<file path="src/hdl/hwc_pkg.sv">
// Purpose: Shared constants and types of the halt and wake-up controller.
// Assumes: One 40 MHz clock that keeps running through every halt mode.
// Notes:   Register offsets are byte addresses on an 8-bit register port.
package hwc_pkg;

  // Register map.
  localparam logic [7:0] PRESCALER_OFFSET   = 8'h49;
  localparam logic [7:0] CTRL_STATUS_OFFSET = 8'h4a;
  localparam logic [7:0] PRESCALER_RESET    = 8'hff;
  localparam logic [7:0] CTRL_STATUS_RESET  = 8'h00;
  localparam logic [7:0] PRESCALER_FORBID   = 8'h00;

  // Control/status field positions.
  localparam int HALT_ENABLE_BIT = 0;
  localparam int MEASURE_BIT     = 1;
  localparam int FLAG_BIT        = 2;

  // Clock-select code that makes the reload timer keep the active halt.
  localparam logic [1:0] RELOAD_SEL_KEEP = 2'h1;

  // Timing.
  localparam int CLOCK_MHZ         = 40;
  localparam int STAB_SHORT_CYCLES = 256;
  localparam int STAB_LONG_CYCLES  = 4096;
  localparam int WAKE_FIXED_DIV    = 64;
  localparam logic [11:0] STAB_SHORT_LOAD = 12'(STAB_SHORT_CYCLES - 1);
  localparam logic [11:0] STAB_LONG_LOAD  = 12'(STAB_LONG_CYCLES - 1);
  localparam logic [5:0]  FIXED_DIV_LAST  = 6'(WAKE_FIXED_DIV - 1);

  // Power modes of the controller.
  typedef enum logic [5:0] {
    MODE_RUN     = 6'h01,
    MODE_ACTIVE  = 6'h02,
    MODE_AWU     = 6'h04,
    MODE_PLAIN   = 6'h08,
    MODE_STAB    = 6'h10,
    MODE_PLLWAIT = 6'h20
  } hwc_mode_t;

endpackage

</file>
<file path="src/hdl/hwc_timer_if.sv">
// Purpose: Carries the wake-up timer controls between controller and timer.
// Assumes: Both ends run on the same clock.
// Notes:   The controller drives run, prescale and rcTick; the timer drives expire.
interface hwc_timer_if;
  logic       run;
  logic [7:0] prescale;
  logic       rcTick;
  logic       expire;

  modport ctrl  (output run, output prescale, output rcTick, input expire);
  modport timer (input run, input prescale, input rcTick, output expire);
endinterface

</file>
<file path="src/hdl/hwc_wakeup_timer.sv">
// Purpose: Divides the wake-up RC ticks by a fixed 64 and then by the prescaler.
// Assumes: rcTick is a one-cycle pulse per RC period, prescale is never zero.
// Notes:   The first RC_STARTUP_TICKS ticks model the RC oscillator start-up.
module hwc_wakeup_timer #(
  parameter int RC_STARTUP_TICKS = 4
) (
  // Clock and reset.
  input wire logic clock,
  input wire logic rstN,
  // Timer controls.
  hwc_timer_if.timer tmr
);

  typedef struct packed {
    logic [3:0] startCount;
    logic [5:0] fine;
    logic [7:0] coarse;
    logic       expire;
  } hwc_timer_state_t;

  hwc_timer_state_t s_q;
  hwc_timer_state_t s_d;

  // Refuse a start-up count that the four-bit counter cannot hold.
  if (RC_STARTUP_TICKS < 0 || RC_STARTUP_TICKS > 15) begin : g_check
    $error("RC_STARTUP_TICKS must lie between 0 and 15.");
  end

  localparam logic [3:0] START_LAST = 4'(RC_STARTUP_TICKS);

  // Count RC ticks while running and clear everything when stopped.
  always_comb begin
    s_d = s_q;
    s_d.expire = 1'b0;
    if (!tmr.run) begin
      s_d.startCount = 4'h0;
      s_d.fine = 6'h00;
      s_d.coarse = 8'h00;
    end else if (tmr.rcTick) begin
      if (s_q.startCount != START_LAST) begin
        s_d.startCount = s_q.startCount + 4'h1;
      end else if (s_q.fine != hwc_pkg::FIXED_DIV_LAST) begin
        s_d.fine = s_q.fine + 6'h01;
      end else begin
        s_d.fine = 6'h00;
        if (s_q.coarse + 8'h01 == tmr.prescale) begin
          s_d.coarse = 8'h00;
          s_d.expire = 1'b1;
        end else begin
          s_d.coarse = s_q.coarse + 8'h01;
        end
      end
    end
  end

  // Register the timer state.
  always_ff @(posedge clock or negedge rstN) begin
    if (!rstN) begin
      s_q <= '0;
    end else begin
      s_q <= s_d;
    end
  end

  assign tmr.expire = s_q.expire;

  // An expiry only follows a full fixed division while running.
  a_expire_after_div: assert property (@(posedge clock) disable iff (!rstN)
    s_q.expire |-> $past(tmr.run) && $past(tmr.rcTick) && s_q.fine == 6'h00)
    else $error("Wake-up expiry without a completed division.");

endmodule

</file>
<file path="src/hdl/hwc_controller.sv">
// Purpose: Halt mode decision, wake-up prescaler and wake-up sequencing.
// Assumes: clock runs in every mode; core and timer inputs are on clock.
// Notes:   Clock enables are decoded from the registered mode.
// How it works
// Halt enters active halt if timebase irq, or overflow irq with select 01.
// Reset out of active halt waits 256 or 4096 cycles, then fetches reset.
// Interrupt out of active halt resumes at once by servicing that interrupt.
// Entering active halt clears the interrupt mask bit.
// Active halt keeps only main oscillator and selected timer clocked.
// With active halt enabled, halt with watchdog active gives no reset.
// Active halt ends only on realtime base, halt-exit interrupts or reset.
// Halt with wake-up enable set enters auto wake-up halt with RC running.
// Wake-up delay is RC clock divided by 64 then by the prescaler.
// Expiry sets flag, raises irq, restarts oscillator, stabilises, services.
// Reading control/status clears the flag; writes to the flag do nothing.
// Measure bit enables RC oscillator and routes it to reload timer capture.
// Auto wake-up halt stops main oscillator and all peripheral clocks.
// Watchdog-in-halt option decides whether halt gives a watchdog reset.
// Auto wake-up halt ends on halt-exit irq or reset; entry clears mask.
// Prescaler divides by its value 1 to 255 and resets to ff.
// Writing zero to the prescaler leaves the value unchanged here.
// Wake-up enable changes only by software writes.
// With PLL enabled, add PLL start-up after the stabilisation delay.
// Plain halt only when active halt disabled and wake-up enable clear.
// A zero write to the prescaler is ignored.
// Control/status bits 7 to 3 read zero and ignore writes.
module hwc_controller #(
  parameter int PLL_STARTUP_NS   = 1000,
  parameter int RC_STARTUP_TICKS = 4
) (
  // Clock and reset.
  input  wire logic       clock,
  input  wire logic       nrst,
  // Register port.
  input  wire logic [7:0] regAddr,
  input  wire logic [7:0] regWrData,
  input  wire logic       regWrite,
  input  wire logic       regRead,
  output logic      [7:0] regRdData,
  // Core and timer status.
  input  wire logic       haltInstr,
  input  wire logic       liteTimebaseIrqEnable,
  input  wire logic       reloadOverflowIrqEnable,
  input  wire logic [1:0] reloadClockSelect,
  input  wire logic       realtimeBaseInterrupt,
  input  wire logic       haltExitIrq,
  input  wire logic       wakeResetReq,
  // Options and watchdog.
  input  wire logic       watchdogActive,
  input  wire logic       watchdogInHaltOption,
  input  wire logic       pllEnableOption,
  input  wire logic       stabLongSelect,
  // Wake-up RC oscillator.
  input  wire logic       wakeRcClockPin,
  output logic            rcOscEnable,
  output logic            rcCaptureOut,
  // Clock control.
  output logic            mainOscEnable,
  output logic            cpuClockEnable,
  output logic            periphClockEnable,
  output logic            timerClockEnable,
  // Core requests.
  output logic            clearIrqMask,
  output logic            serviceIrq,
  output logic            fetchResetVector,
  output logic            watchdogResetReq,
  output logic            wakeupIrq,
  output logic            haltActive
);

  localparam int PLL_CYCLES = (PLL_STARTUP_NS * hwc_pkg::CLOCK_MHZ + 999) / 1000;
  localparam logic [11:0] PLL_LOAD = 12'(PLL_CYCLES - 1);

  // Refuse a PLL start-up that the twelve-bit counter cannot serve.
  if (PLL_CYCLES < 1 || PLL_CYCLES > 4096) begin : g_check
    $error("PLL_STARTUP_NS gives a cycle count outside 1 to 4096.");
  end

  typedef struct packed {
    hwc_pkg::hwc_mode_t mode;
    logic [11:0]        count;
    logic               longStab;
    logic               wakeByReset;
    logic [7:0]         prescaler;
    logic               measure;
    logic               haltEnable;
    logic               flag;
    logic [7:0]         rdData;
    logic [2:0]         rcSync;
    logic               captureOut;
    logic               clearMask;
    logic               service;
    logic               fetchReset;
    logic               wdgReset;
  } hwc_ctrl_state_t;

  hwc_ctrl_state_t s_q;
  hwc_ctrl_state_t s_d;
  logic [1:0]      rstPipe_q;
  logic            rstN;
  logic            activeEnable;
  logic            haltWdgReset;
  logic            rcEdge;
  logic            inRun;
  logic            inActive;
  logic            inAwu;
  logic            inPlain;
  logic            inStab;

  hwc_timer_if tmr ();

  // Load value of the stabilisation counter for the selected delay.
  function automatic logic [11:0] stabLoad(input logic longSel);
    stabLoad = longSel ? hwc_pkg::STAB_LONG_LOAD : hwc_pkg::STAB_SHORT_LOAD;
  endfunction

  // Release the asynchronous reset through two flip-flops.
  always_ff @(posedge clock or negedge nrst) begin
    if (!nrst) begin
      rstPipe_q <= 2'h0;
    end else begin
      rstPipe_q <= {rstPipe_q[0], 1'b1};
    end
  end

  assign rstN = rstPipe_q[1];

  // Halt decision terms and mode decode.
  assign activeEnable = liteTimebaseIrqEnable | (reloadOverflowIrqEnable
                        & (reloadClockSelect == hwc_pkg::RELOAD_SEL_KEEP));
  assign haltWdgReset = watchdogActive & watchdogInHaltOption & ~activeEnable;
  assign rcEdge   = s_q.rcSync[1] & ~s_q.rcSync[2];
  assign inRun    = s_q.mode == hwc_pkg::MODE_RUN;
  assign inActive = s_q.mode == hwc_pkg::MODE_ACTIVE;
  assign inAwu    = s_q.mode == hwc_pkg::MODE_AWU;
  assign inPlain  = s_q.mode == hwc_pkg::MODE_PLAIN;
  assign inStab   = s_q.mode == hwc_pkg::MODE_STAB;

  // Next-state logic: register port, flag, synchroniser and mode sequence.
  always_comb begin
    s_d = s_q;
    s_d.clearMask = 1'b0;
    s_d.service = 1'b0;
    s_d.fetchReset = 1'b0;
    s_d.wdgReset = 1'b0;
    s_d.rdData = 8'h00;
    s_d.rcSync = {s_q.rcSync[1:0], wakeRcClockPin};
    s_d.captureOut = s_q.measure & s_q.rcSync[1];
    if (regWrite) begin
      if (regAddr == hwc_pkg::PRESCALER_OFFSET && regWrData != hwc_pkg::PRESCALER_FORBID) begin
        s_d.prescaler = regWrData;
      end
      if (regAddr == hwc_pkg::CTRL_STATUS_OFFSET) begin
        s_d.measure = regWrData[hwc_pkg::MEASURE_BIT];
        s_d.haltEnable = regWrData[hwc_pkg::HALT_ENABLE_BIT];
      end
    end
    if (regRead) begin
      if (regAddr == hwc_pkg::PRESCALER_OFFSET) begin
        s_d.rdData = s_q.prescaler;
      end else if (regAddr == hwc_pkg::CTRL_STATUS_OFFSET) begin
        s_d.rdData[hwc_pkg::FLAG_BIT] = s_q.flag;
        s_d.rdData[hwc_pkg::MEASURE_BIT] = s_q.measure;
        s_d.rdData[hwc_pkg::HALT_ENABLE_BIT] = s_q.haltEnable;
        s_d.flag = 1'b0;
      end
    end
    // A set in the clearing cycle wins over the read clear.
    if (tmr.expire) begin
      s_d.flag = 1'b1;
    end
    case (s_q.mode)
      hwc_pkg::MODE_RUN: begin
        if (haltInstr) begin
          if (haltWdgReset) begin
            s_d.wdgReset = 1'b1;
          end else begin
            s_d.clearMask = 1'b1;
            if (activeEnable) begin
              s_d.mode = hwc_pkg::MODE_ACTIVE;
            end else if (s_q.haltEnable) begin
              s_d.mode = hwc_pkg::MODE_AWU;
            end else begin
              s_d.mode = hwc_pkg::MODE_PLAIN;
            end
          end
        end
      end
      hwc_pkg::MODE_ACTIVE: begin
        if (wakeResetReq) begin
          s_d.mode = hwc_pkg::MODE_STAB;
          s_d.count = stabLoad(stabLongSelect);
          s_d.longStab = stabLongSelect;
          s_d.wakeByReset = 1'b1;
        end else if (realtimeBaseInterrupt || haltExitIrq) begin
          s_d.mode = hwc_pkg::MODE_RUN;
          s_d.service = 1'b1;
        end
      end
      hwc_pkg::MODE_AWU, hwc_pkg::MODE_PLAIN: begin
        if (wakeResetReq || haltExitIrq || (inAwu && tmr.expire)) begin
          s_d.mode = hwc_pkg::MODE_STAB;
          s_d.count = stabLoad(stabLongSelect);
          s_d.longStab = stabLongSelect;
          s_d.wakeByReset = wakeResetReq;
        end
      end
      hwc_pkg::MODE_STAB, hwc_pkg::MODE_PLLWAIT: begin
        if (s_q.count != 12'h000) begin
          s_d.count = s_q.count - 12'h001;
        end else if (inStab && pllEnableOption) begin
          s_d.mode = hwc_pkg::MODE_PLLWAIT;
          s_d.count = PLL_LOAD;
        end else begin
          s_d.mode = hwc_pkg::MODE_RUN;
          s_d.fetchReset = s_q.wakeByReset;
          s_d.service = ~s_q.wakeByReset;
        end
      end
      default: begin
        s_d.mode = hwc_pkg::MODE_RUN;
      end
    endcase
  end

  // Register the controller state.
  always_ff @(posedge clock or negedge rstN) begin
    if (!rstN) begin
      s_q <= '0;
      s_q.mode <= hwc_pkg::MODE_RUN;
      s_q.prescaler <= hwc_pkg::PRESCALER_RESET;
      s_q.measure <= hwc_pkg::CTRL_STATUS_RESET[hwc_pkg::MEASURE_BIT];
      s_q.haltEnable <= hwc_pkg::CTRL_STATUS_RESET[hwc_pkg::HALT_ENABLE_BIT];
    end else begin
      s_q <= s_d;
    end
  end

  // Wake-up divider fed with the synchronised RC edges.
  assign tmr.run = inAwu;
  assign tmr.prescale = s_q.prescaler;
  assign tmr.rcTick = rcEdge;

  hwc_wakeup_timer #(
    .RC_STARTUP_TICKS (RC_STARTUP_TICKS)
  ) u_timer (
    .clock (clock),
    .rstN  (rstN),
    .tmr   (tmr)
  );

  // Clock enables per mode.
  assign mainOscEnable     = ~(inAwu | inPlain);
  assign cpuClockEnable    = inRun;
  assign periphClockEnable = inRun;
  assign timerClockEnable  = inRun | inActive;
  assign rcOscEnable       = s_q.measure | inAwu;

  // Registered outputs.
  assign regRdData        = s_q.rdData;
  assign rcCaptureOut     = s_q.captureOut;
  assign clearIrqMask     = s_q.clearMask;
  assign serviceIrq       = s_q.service;
  assign fetchResetVector = s_q.fetchReset;
  assign watchdogResetReq = s_q.wdgReset;
  assign wakeupIrq        = s_q.flag;
  assign haltActive       = ~inRun;

  a_active_entry: assert property (@(posedge clock) disable iff (!rstN)
    inRun && haltInstr && activeEnable |=> inActive && clearIrqMask && !watchdogResetReq)
    else $error("Halt with active halt enabled did not enter active halt.");

  a_short_stab_len: assert property (@(posedge clock) disable iff (!rstN)
    $rose(inStab) && !s_q.longStab && !pllEnableOption |-> ##255 inStab ##1 !inStab)
    else $error("Short stabilisation delay is not 256 cycles.");

  a_active_irq_exit: assert property (@(posedge clock) disable iff (!rstN)
    inActive && !wakeResetReq && (realtimeBaseInterrupt || haltExitIrq)
    |=> inRun && serviceIrq && !fetchResetVector)
    else $error("Interrupt did not end active halt at once.");

  a_active_clocks: assert property (@(posedge clock) disable iff (!rstN)
    inActive |-> mainOscEnable && timerClockEnable && !periphClockEnable && !cpuClockEnable)
    else $error("Wrong clocks in active halt.");

  a_awu_entry: assert property (@(posedge clock) disable iff (!rstN)
    inRun && haltInstr && !activeEnable && s_q.haltEnable && !haltWdgReset
    |=> inAwu && rcOscEnable && !mainOscEnable)
    else $error("Halt with wake-up enable did not enter auto wake-up halt.");

  a_expiry_flag: assert property (@(posedge clock) disable iff (!rstN)
    inAwu && tmr.expire && !wakeResetReq |=> wakeupIrq && inStab && mainOscEnable)
    else $error("Wake-up expiry did not set flag and restart oscillator.");

  a_flag_read_clear: assert property (@(posedge clock) disable iff (!rstN)
    regRead && regAddr == hwc_pkg::CTRL_STATUS_OFFSET && !tmr.expire |=> !wakeupIrq)
    else $error("Reading control/status did not clear the flag.");

  a_flag_write_keep: assert property (@(posedge clock) disable iff (!rstN)
    regWrite && regAddr == hwc_pkg::CTRL_STATUS_OFFSET
    |=> wakeupIrq == ($past(wakeupIrq) || $past(tmr.expire)))
    else $error("Write changed the wake-up flag.");

  a_zero_write_keep: assert property (@(posedge clock) disable iff (!rstN)
    regWrite && regAddr == hwc_pkg::PRESCALER_OFFSET && regWrData == 8'h00
    |=> $stable(s_q.prescaler))
    else $error("Zero write changed the prescaler.");

  a_plain_entry: assert property (@(posedge clock) disable iff (!rstN)
    inRun && haltInstr && !activeEnable && !s_q.haltEnable && !haltWdgReset |=> inPlain)
    else $error("Halt did not enter plain halt.");

  a_reserved_zero: assert property (@(posedge clock) disable iff (!rstN)
    $past(regRead) && $past(regAddr) == hwc_pkg::CTRL_STATUS_OFFSET |-> regRdData[7:3] == 5'h00)
    else $error("Reserved control/status bits read non-zero.");

  a_wdg_halt_reset: assert property (@(posedge clock) disable iff (!rstN)
    inRun && haltInstr && watchdogActive && watchdogInHaltOption && !liteTimebaseIrqEnable
    && !reloadOverflowIrqEnable |=> inRun && watchdogResetReq && !clearIrqMask)
    else $error("Halt with the watchdog option did not give a watchdog reset.");

  a_active_no_wdg: assert property (@(posedge clock) disable iff (!rstN)
    inRun && haltInstr && liteTimebaseIrqEnable |=> inActive && !watchdogResetReq)
    else $error("Halt with active halt enabled gave a watchdog reset.");

  a_reset_wake_stab: assert property (@(posedge clock) disable iff (!rstN)
    inActive && wakeResetReq |=> inStab && !serviceIrq && !fetchResetVector)
    else $error("Reset in active halt did not start the stabilisation delay.");

  a_pll_wait_entry: assert property (@(posedge clock) disable iff (!rstN)
    inStab && s_q.count == 12'h000 && pllEnableOption
    |=> s_q.mode == hwc_pkg::MODE_PLLWAIT && s_q.count == PLL_LOAD && !serviceIrq)
    else $error("PLL start-up wait did not follow the stabilisation delay.");

  a_enable_sw_only: assert property (@(posedge clock) disable iff (!rstN)
    !(regWrite && regAddr == hwc_pkg::CTRL_STATUS_OFFSET) |=> $stable(s_q.haltEnable))
    else $error("Wake-up enable changed without a software write.");

  a_halt_irq_exit: assert property (@(posedge clock) disable iff (!rstN)
    (inAwu || inPlain) && haltExitIrq |=> inStab && !serviceIrq)
    else $error("Halt-exit interrupt did not start the stabilisation delay.");

  a_capture_route: assert property (@(posedge clock) disable iff (!rstN)
    s_q.measure |-> rcOscEnable ##1 (rcCaptureOut == $past(s_q.rcSync[1])))
    else $error("Measurement did not route the RC clock to the capture output.");

endmodule

</file>
<file path="config.mk">
export PLATFORM = sky130hd
export DESIGN_NAME = hwc_controller
export DESIGN_NICKNAME = d
export VERILOG_FILES = /design/src/hdl/hwc_pkg.sv /design/src/hdl/hwc_timer_if.sv /design/src/hdl/hwc_wakeup_timer.sv /design/src/hdl/hwc_controller.sv
export SDC_FILE = /design/constraint.sdc
export NUM_CORES = 1
export LEC_CHECK = 0
export CAP_MARGIN = 20
export CORE_UTILIZATION = 40
export DETAILED_ROUTE_END_ITERATION = 10
export DONT_BUFFER_PORTS = 1
export PLACE_DENSITY = 0.53
export SYNTH_ARGS = -nofsm -noshare
export SYNTH_HDL_FRONTEND = slang
export SYNTH_SLANG_ARGS = --single-unit
</file>
<file path="constraint.sdc">
create_clock -name clock -period 2.47 [get_ports clock]
set_input_delay 0.247 -clock clock [delete_from_list [all_inputs] [get_ports clock]]
set_output_delay 0.247 -clock clock [all_outputs]
set_load 0.02 [all_outputs]
</file>
==> impl_metrics.toml <==
[outcome]
status = "completed"

[yosys]
syn_nets = 386
yosys-top-cells-area = "dfrtp_1 41%, dfstp_2 6.7%, mux2_2 3.8%"
synth_top_area_frac = 0.411
synthFlopType = "dfrtp_1"
synth_edf_count = 0
yosys-top-cells-count = "58 x dfrtp_1, 29 x nor2_1, 28 x nand2_1"
yosysTopAreaCell = "dfrtp_1"
syn_avg_cell_area_sq_um = 10.1
syn_inst = 348
synth.most_common_cell = "dfrtp_1"
postSynth.asyncResetShare = 1.00
ys_seq_elements = 67
netlist-cell-type-count = 62
synth_warnings = 0
yosysSeqAreaShare = 0.478
syn_area_sq_um = 3530

[routing]
firstDrtPassIters = 4
drc = 0
vias_per_cell = 5.35
final_antenna_net_count = 0
drt_iter0_markers = 88
num_vias = 2503
routedWlPerCell_um = 14.6
drt-total-wl_um = 6820

[floorplan]
start_util = 0.421
fp.dieH_um = 96.0
ios = 53
core_sq_um = 8380
die_x_um = 96.0
die-area_sq_um = 9210
fp-row-count = 33

[grt]
grt_max_degree = 66
grt_pass1_wl_um = 11500
grt_usage = 0.167
overflow = 0
grt_pass1_vias = 2352
antenna_found_initial = 0

[setup_path]
critPathArrivalTime_ns = 2.52
critical_path_peak_fanout = 5
worstSetupEndpointType = "register"
required_ns = 2.70
cpMaxStageDelayCell = "dfrtp_1"
crit_chain = "ha_1 > and3_1 > nand3_2 > or3_4 > a211oi_4 > nor2_2 > a221o_1"
worst_path_dominant_cell_family = "simple AND/OR/NAND/NOR gates"
worstSetupPathType = "reg2reg"
cpPeakStageDelay_ns = 0.43
critPathBufInv = 0
cp-start-kind = "register"

[placed_design]
numPortBuffers = 0
place.detailed.hpwl_um = 4780
place_area_sq_um = 3650
globalplace.congestion = 0.771
dp_slack_ns = 0.195

[clock_tree]
cts_setup_buffers = 0
cts_root_buffer = "clkbuf_8"
clk_pin_slew_worst_paths_ns = 0.08
cts_resized = 0
cts_tree = "done"
clockBufferDepth = 2
hold_buffers = 2
clock_latency_ns = 0.34
h-tree-depth = 3
cts.sinks = 67
cts_buffers = 9

[flow_run]
drv_cap = 0

[timing]
hold_violations = 0
fin_tns_setup_ns = 0
finalCritPeriodShare = 0.926
setup_violations = 0
finalClockSkew_ns = 0.00974
layout_setup_ws_ns = 0.183
max_slew.worst_pin.slew_ns = 0.815
drv_slew = 0
grt_setup_unrepaired = "no"
period_minus_slack_ns = 2.29
max-slew-margin-rel = 0.457
fmax_ghz = 0.437

[final_layout]
postLayoutCoreUtil = 0.463
final_nets = 396
final_cell_area_sq_um = 3880
antennaDiodeCount = 0
drive_gt1_frac = 0.185
syn_to_final_growth_pct = 9.85

[worst_hold_path]
worst_hold_path_type = "in2reg"

[power]
p_leak_nw = 1.68
power_density_nw_per_um2 = 785
power_w = 0.00305
irDropWorstVdd_mv = 0.602
==> power by group <==
part	internal, W	total [W]	switching, W
logic	0.000316	0.000754	0.000439
clock network	0.000493	0.000922	0.000428
registers	0.00123	0.00137	0.000141
==> state kept, by name, summed over array words and instances, names as in the netlist <==
signal              count
watchdogResetReq        1
s_q                    22
regRdData               8
serviceIrq              1
u_timer.tmr.expire      1
fetchResetVector        1
u_timer.s_q            18
clearIrqMask            1
tmr.prescale            8
s_d                     2
rstPipe_q               2
rcCaptureOut            1
wakeupIrq               1
==> area by class of cell <==
cell class / instances / area [sq um]
well taps: 105 / 131
clock buffers: 10 / 138
flip-flops and latches: 67 / 1690
inverters: 10 / 37.5
multi-input cells: 253 / 1680
fillers: 824 / 4500
clock inverters: 6 / 65.1
repair buffers: 17 / 135
==> kinds of logic after synthesis <==
family	Yosys count	synth area share
AOI/OAI and AO/OA	76	0.146
xor gates and xnor gates	17	0.0464
adders and majority gates	5	0.0177
buffers and inverters	28	0.0454
DFF	67	0.478
muxes	15	0.0475
other	1	0.00106
and+or+nand+nor	139	0.218
==> worst paths after layout <==
kind,cells past startpoint,to,start,slack (ns)
hold / removal,1,tmr.prescale[7],regWrData[7],0.03
max in group asynchronous,1,u_timer.tmr.expire,rstPipe_q[1],1.50
setup reg to reg,7,u_timer.s_q[7],u_timer.s_q[1],0.18
setup / recovery,7,u_timer.s_q[7],u_timer.s_q[1],0.18
hold reg to reg,0,s_d[7],s_d[6],0.35
min in group asynchronous,1,rstPipe_q[0],nrst,0.13
==> metrics by stage <==
step,cells,hold slack [ns]
final,468,0.0331
after global routing,468,0.0182
after CTS,467,0.00432
after detailed placement,449,-0.0485
after global placement,449,-0.0485
after floorplan,348,-0.0486
==> layer usage <==
| metal | GRT usage | vias up | wire, um |
|---|---|---|---|
| met5 | 0 | - | 0 |
| met4 | 0.0697 | 0 | 109 |
| met3 | 0.0577 | 11 | 390 |
| met2 | 0.248 | 64 | 3010 |
| met1 | 0.220 | 1174 | 3300 |
| li1 | - | 1254 | - |
==> cells in the final DEF, fill, tap and decap left out, drive strengths merged, types with 2 or more instances in the layout <==
| cell type | count |
|---|---|
| a211oi | 5 |
| a21o | 6 |
| a21oi | 17 |
| a22o | 2 |
| a22oi | 4 |
| a311oi | 2 |
| a31oi | 8 |
| and2 | 8 |
| and3 | 5 |
| buf | 14 |
| clkbuf | 10 |
| clkinv | 4 |
| dfrtp | 58 |
| dfstp | 9 |
| dlygate4sd3 | 3 |
| ha | 5 |
| inv | 10 |
| mux2 | 14 |
| nand2 | 28 |
| nand2b | 9 |
| nand3 | 14 |
| nand3b | 3 |
| nand4 | 3 |
| nor2 | 30 |
| nor2b | 7 |
| nor3 | 6 |
| nor3b | 5 |
| nor4 | 7 |
| o21ai | 20 |
| o41ai | 2 |
| or2 | 2 |
| or3 | 4 |
| or3b | 2 |
| or4 | 3 |
| xnor2 | 8 |
| xor2 | 8 |
No activity file was read; power rests on OpenSTA's default activity.
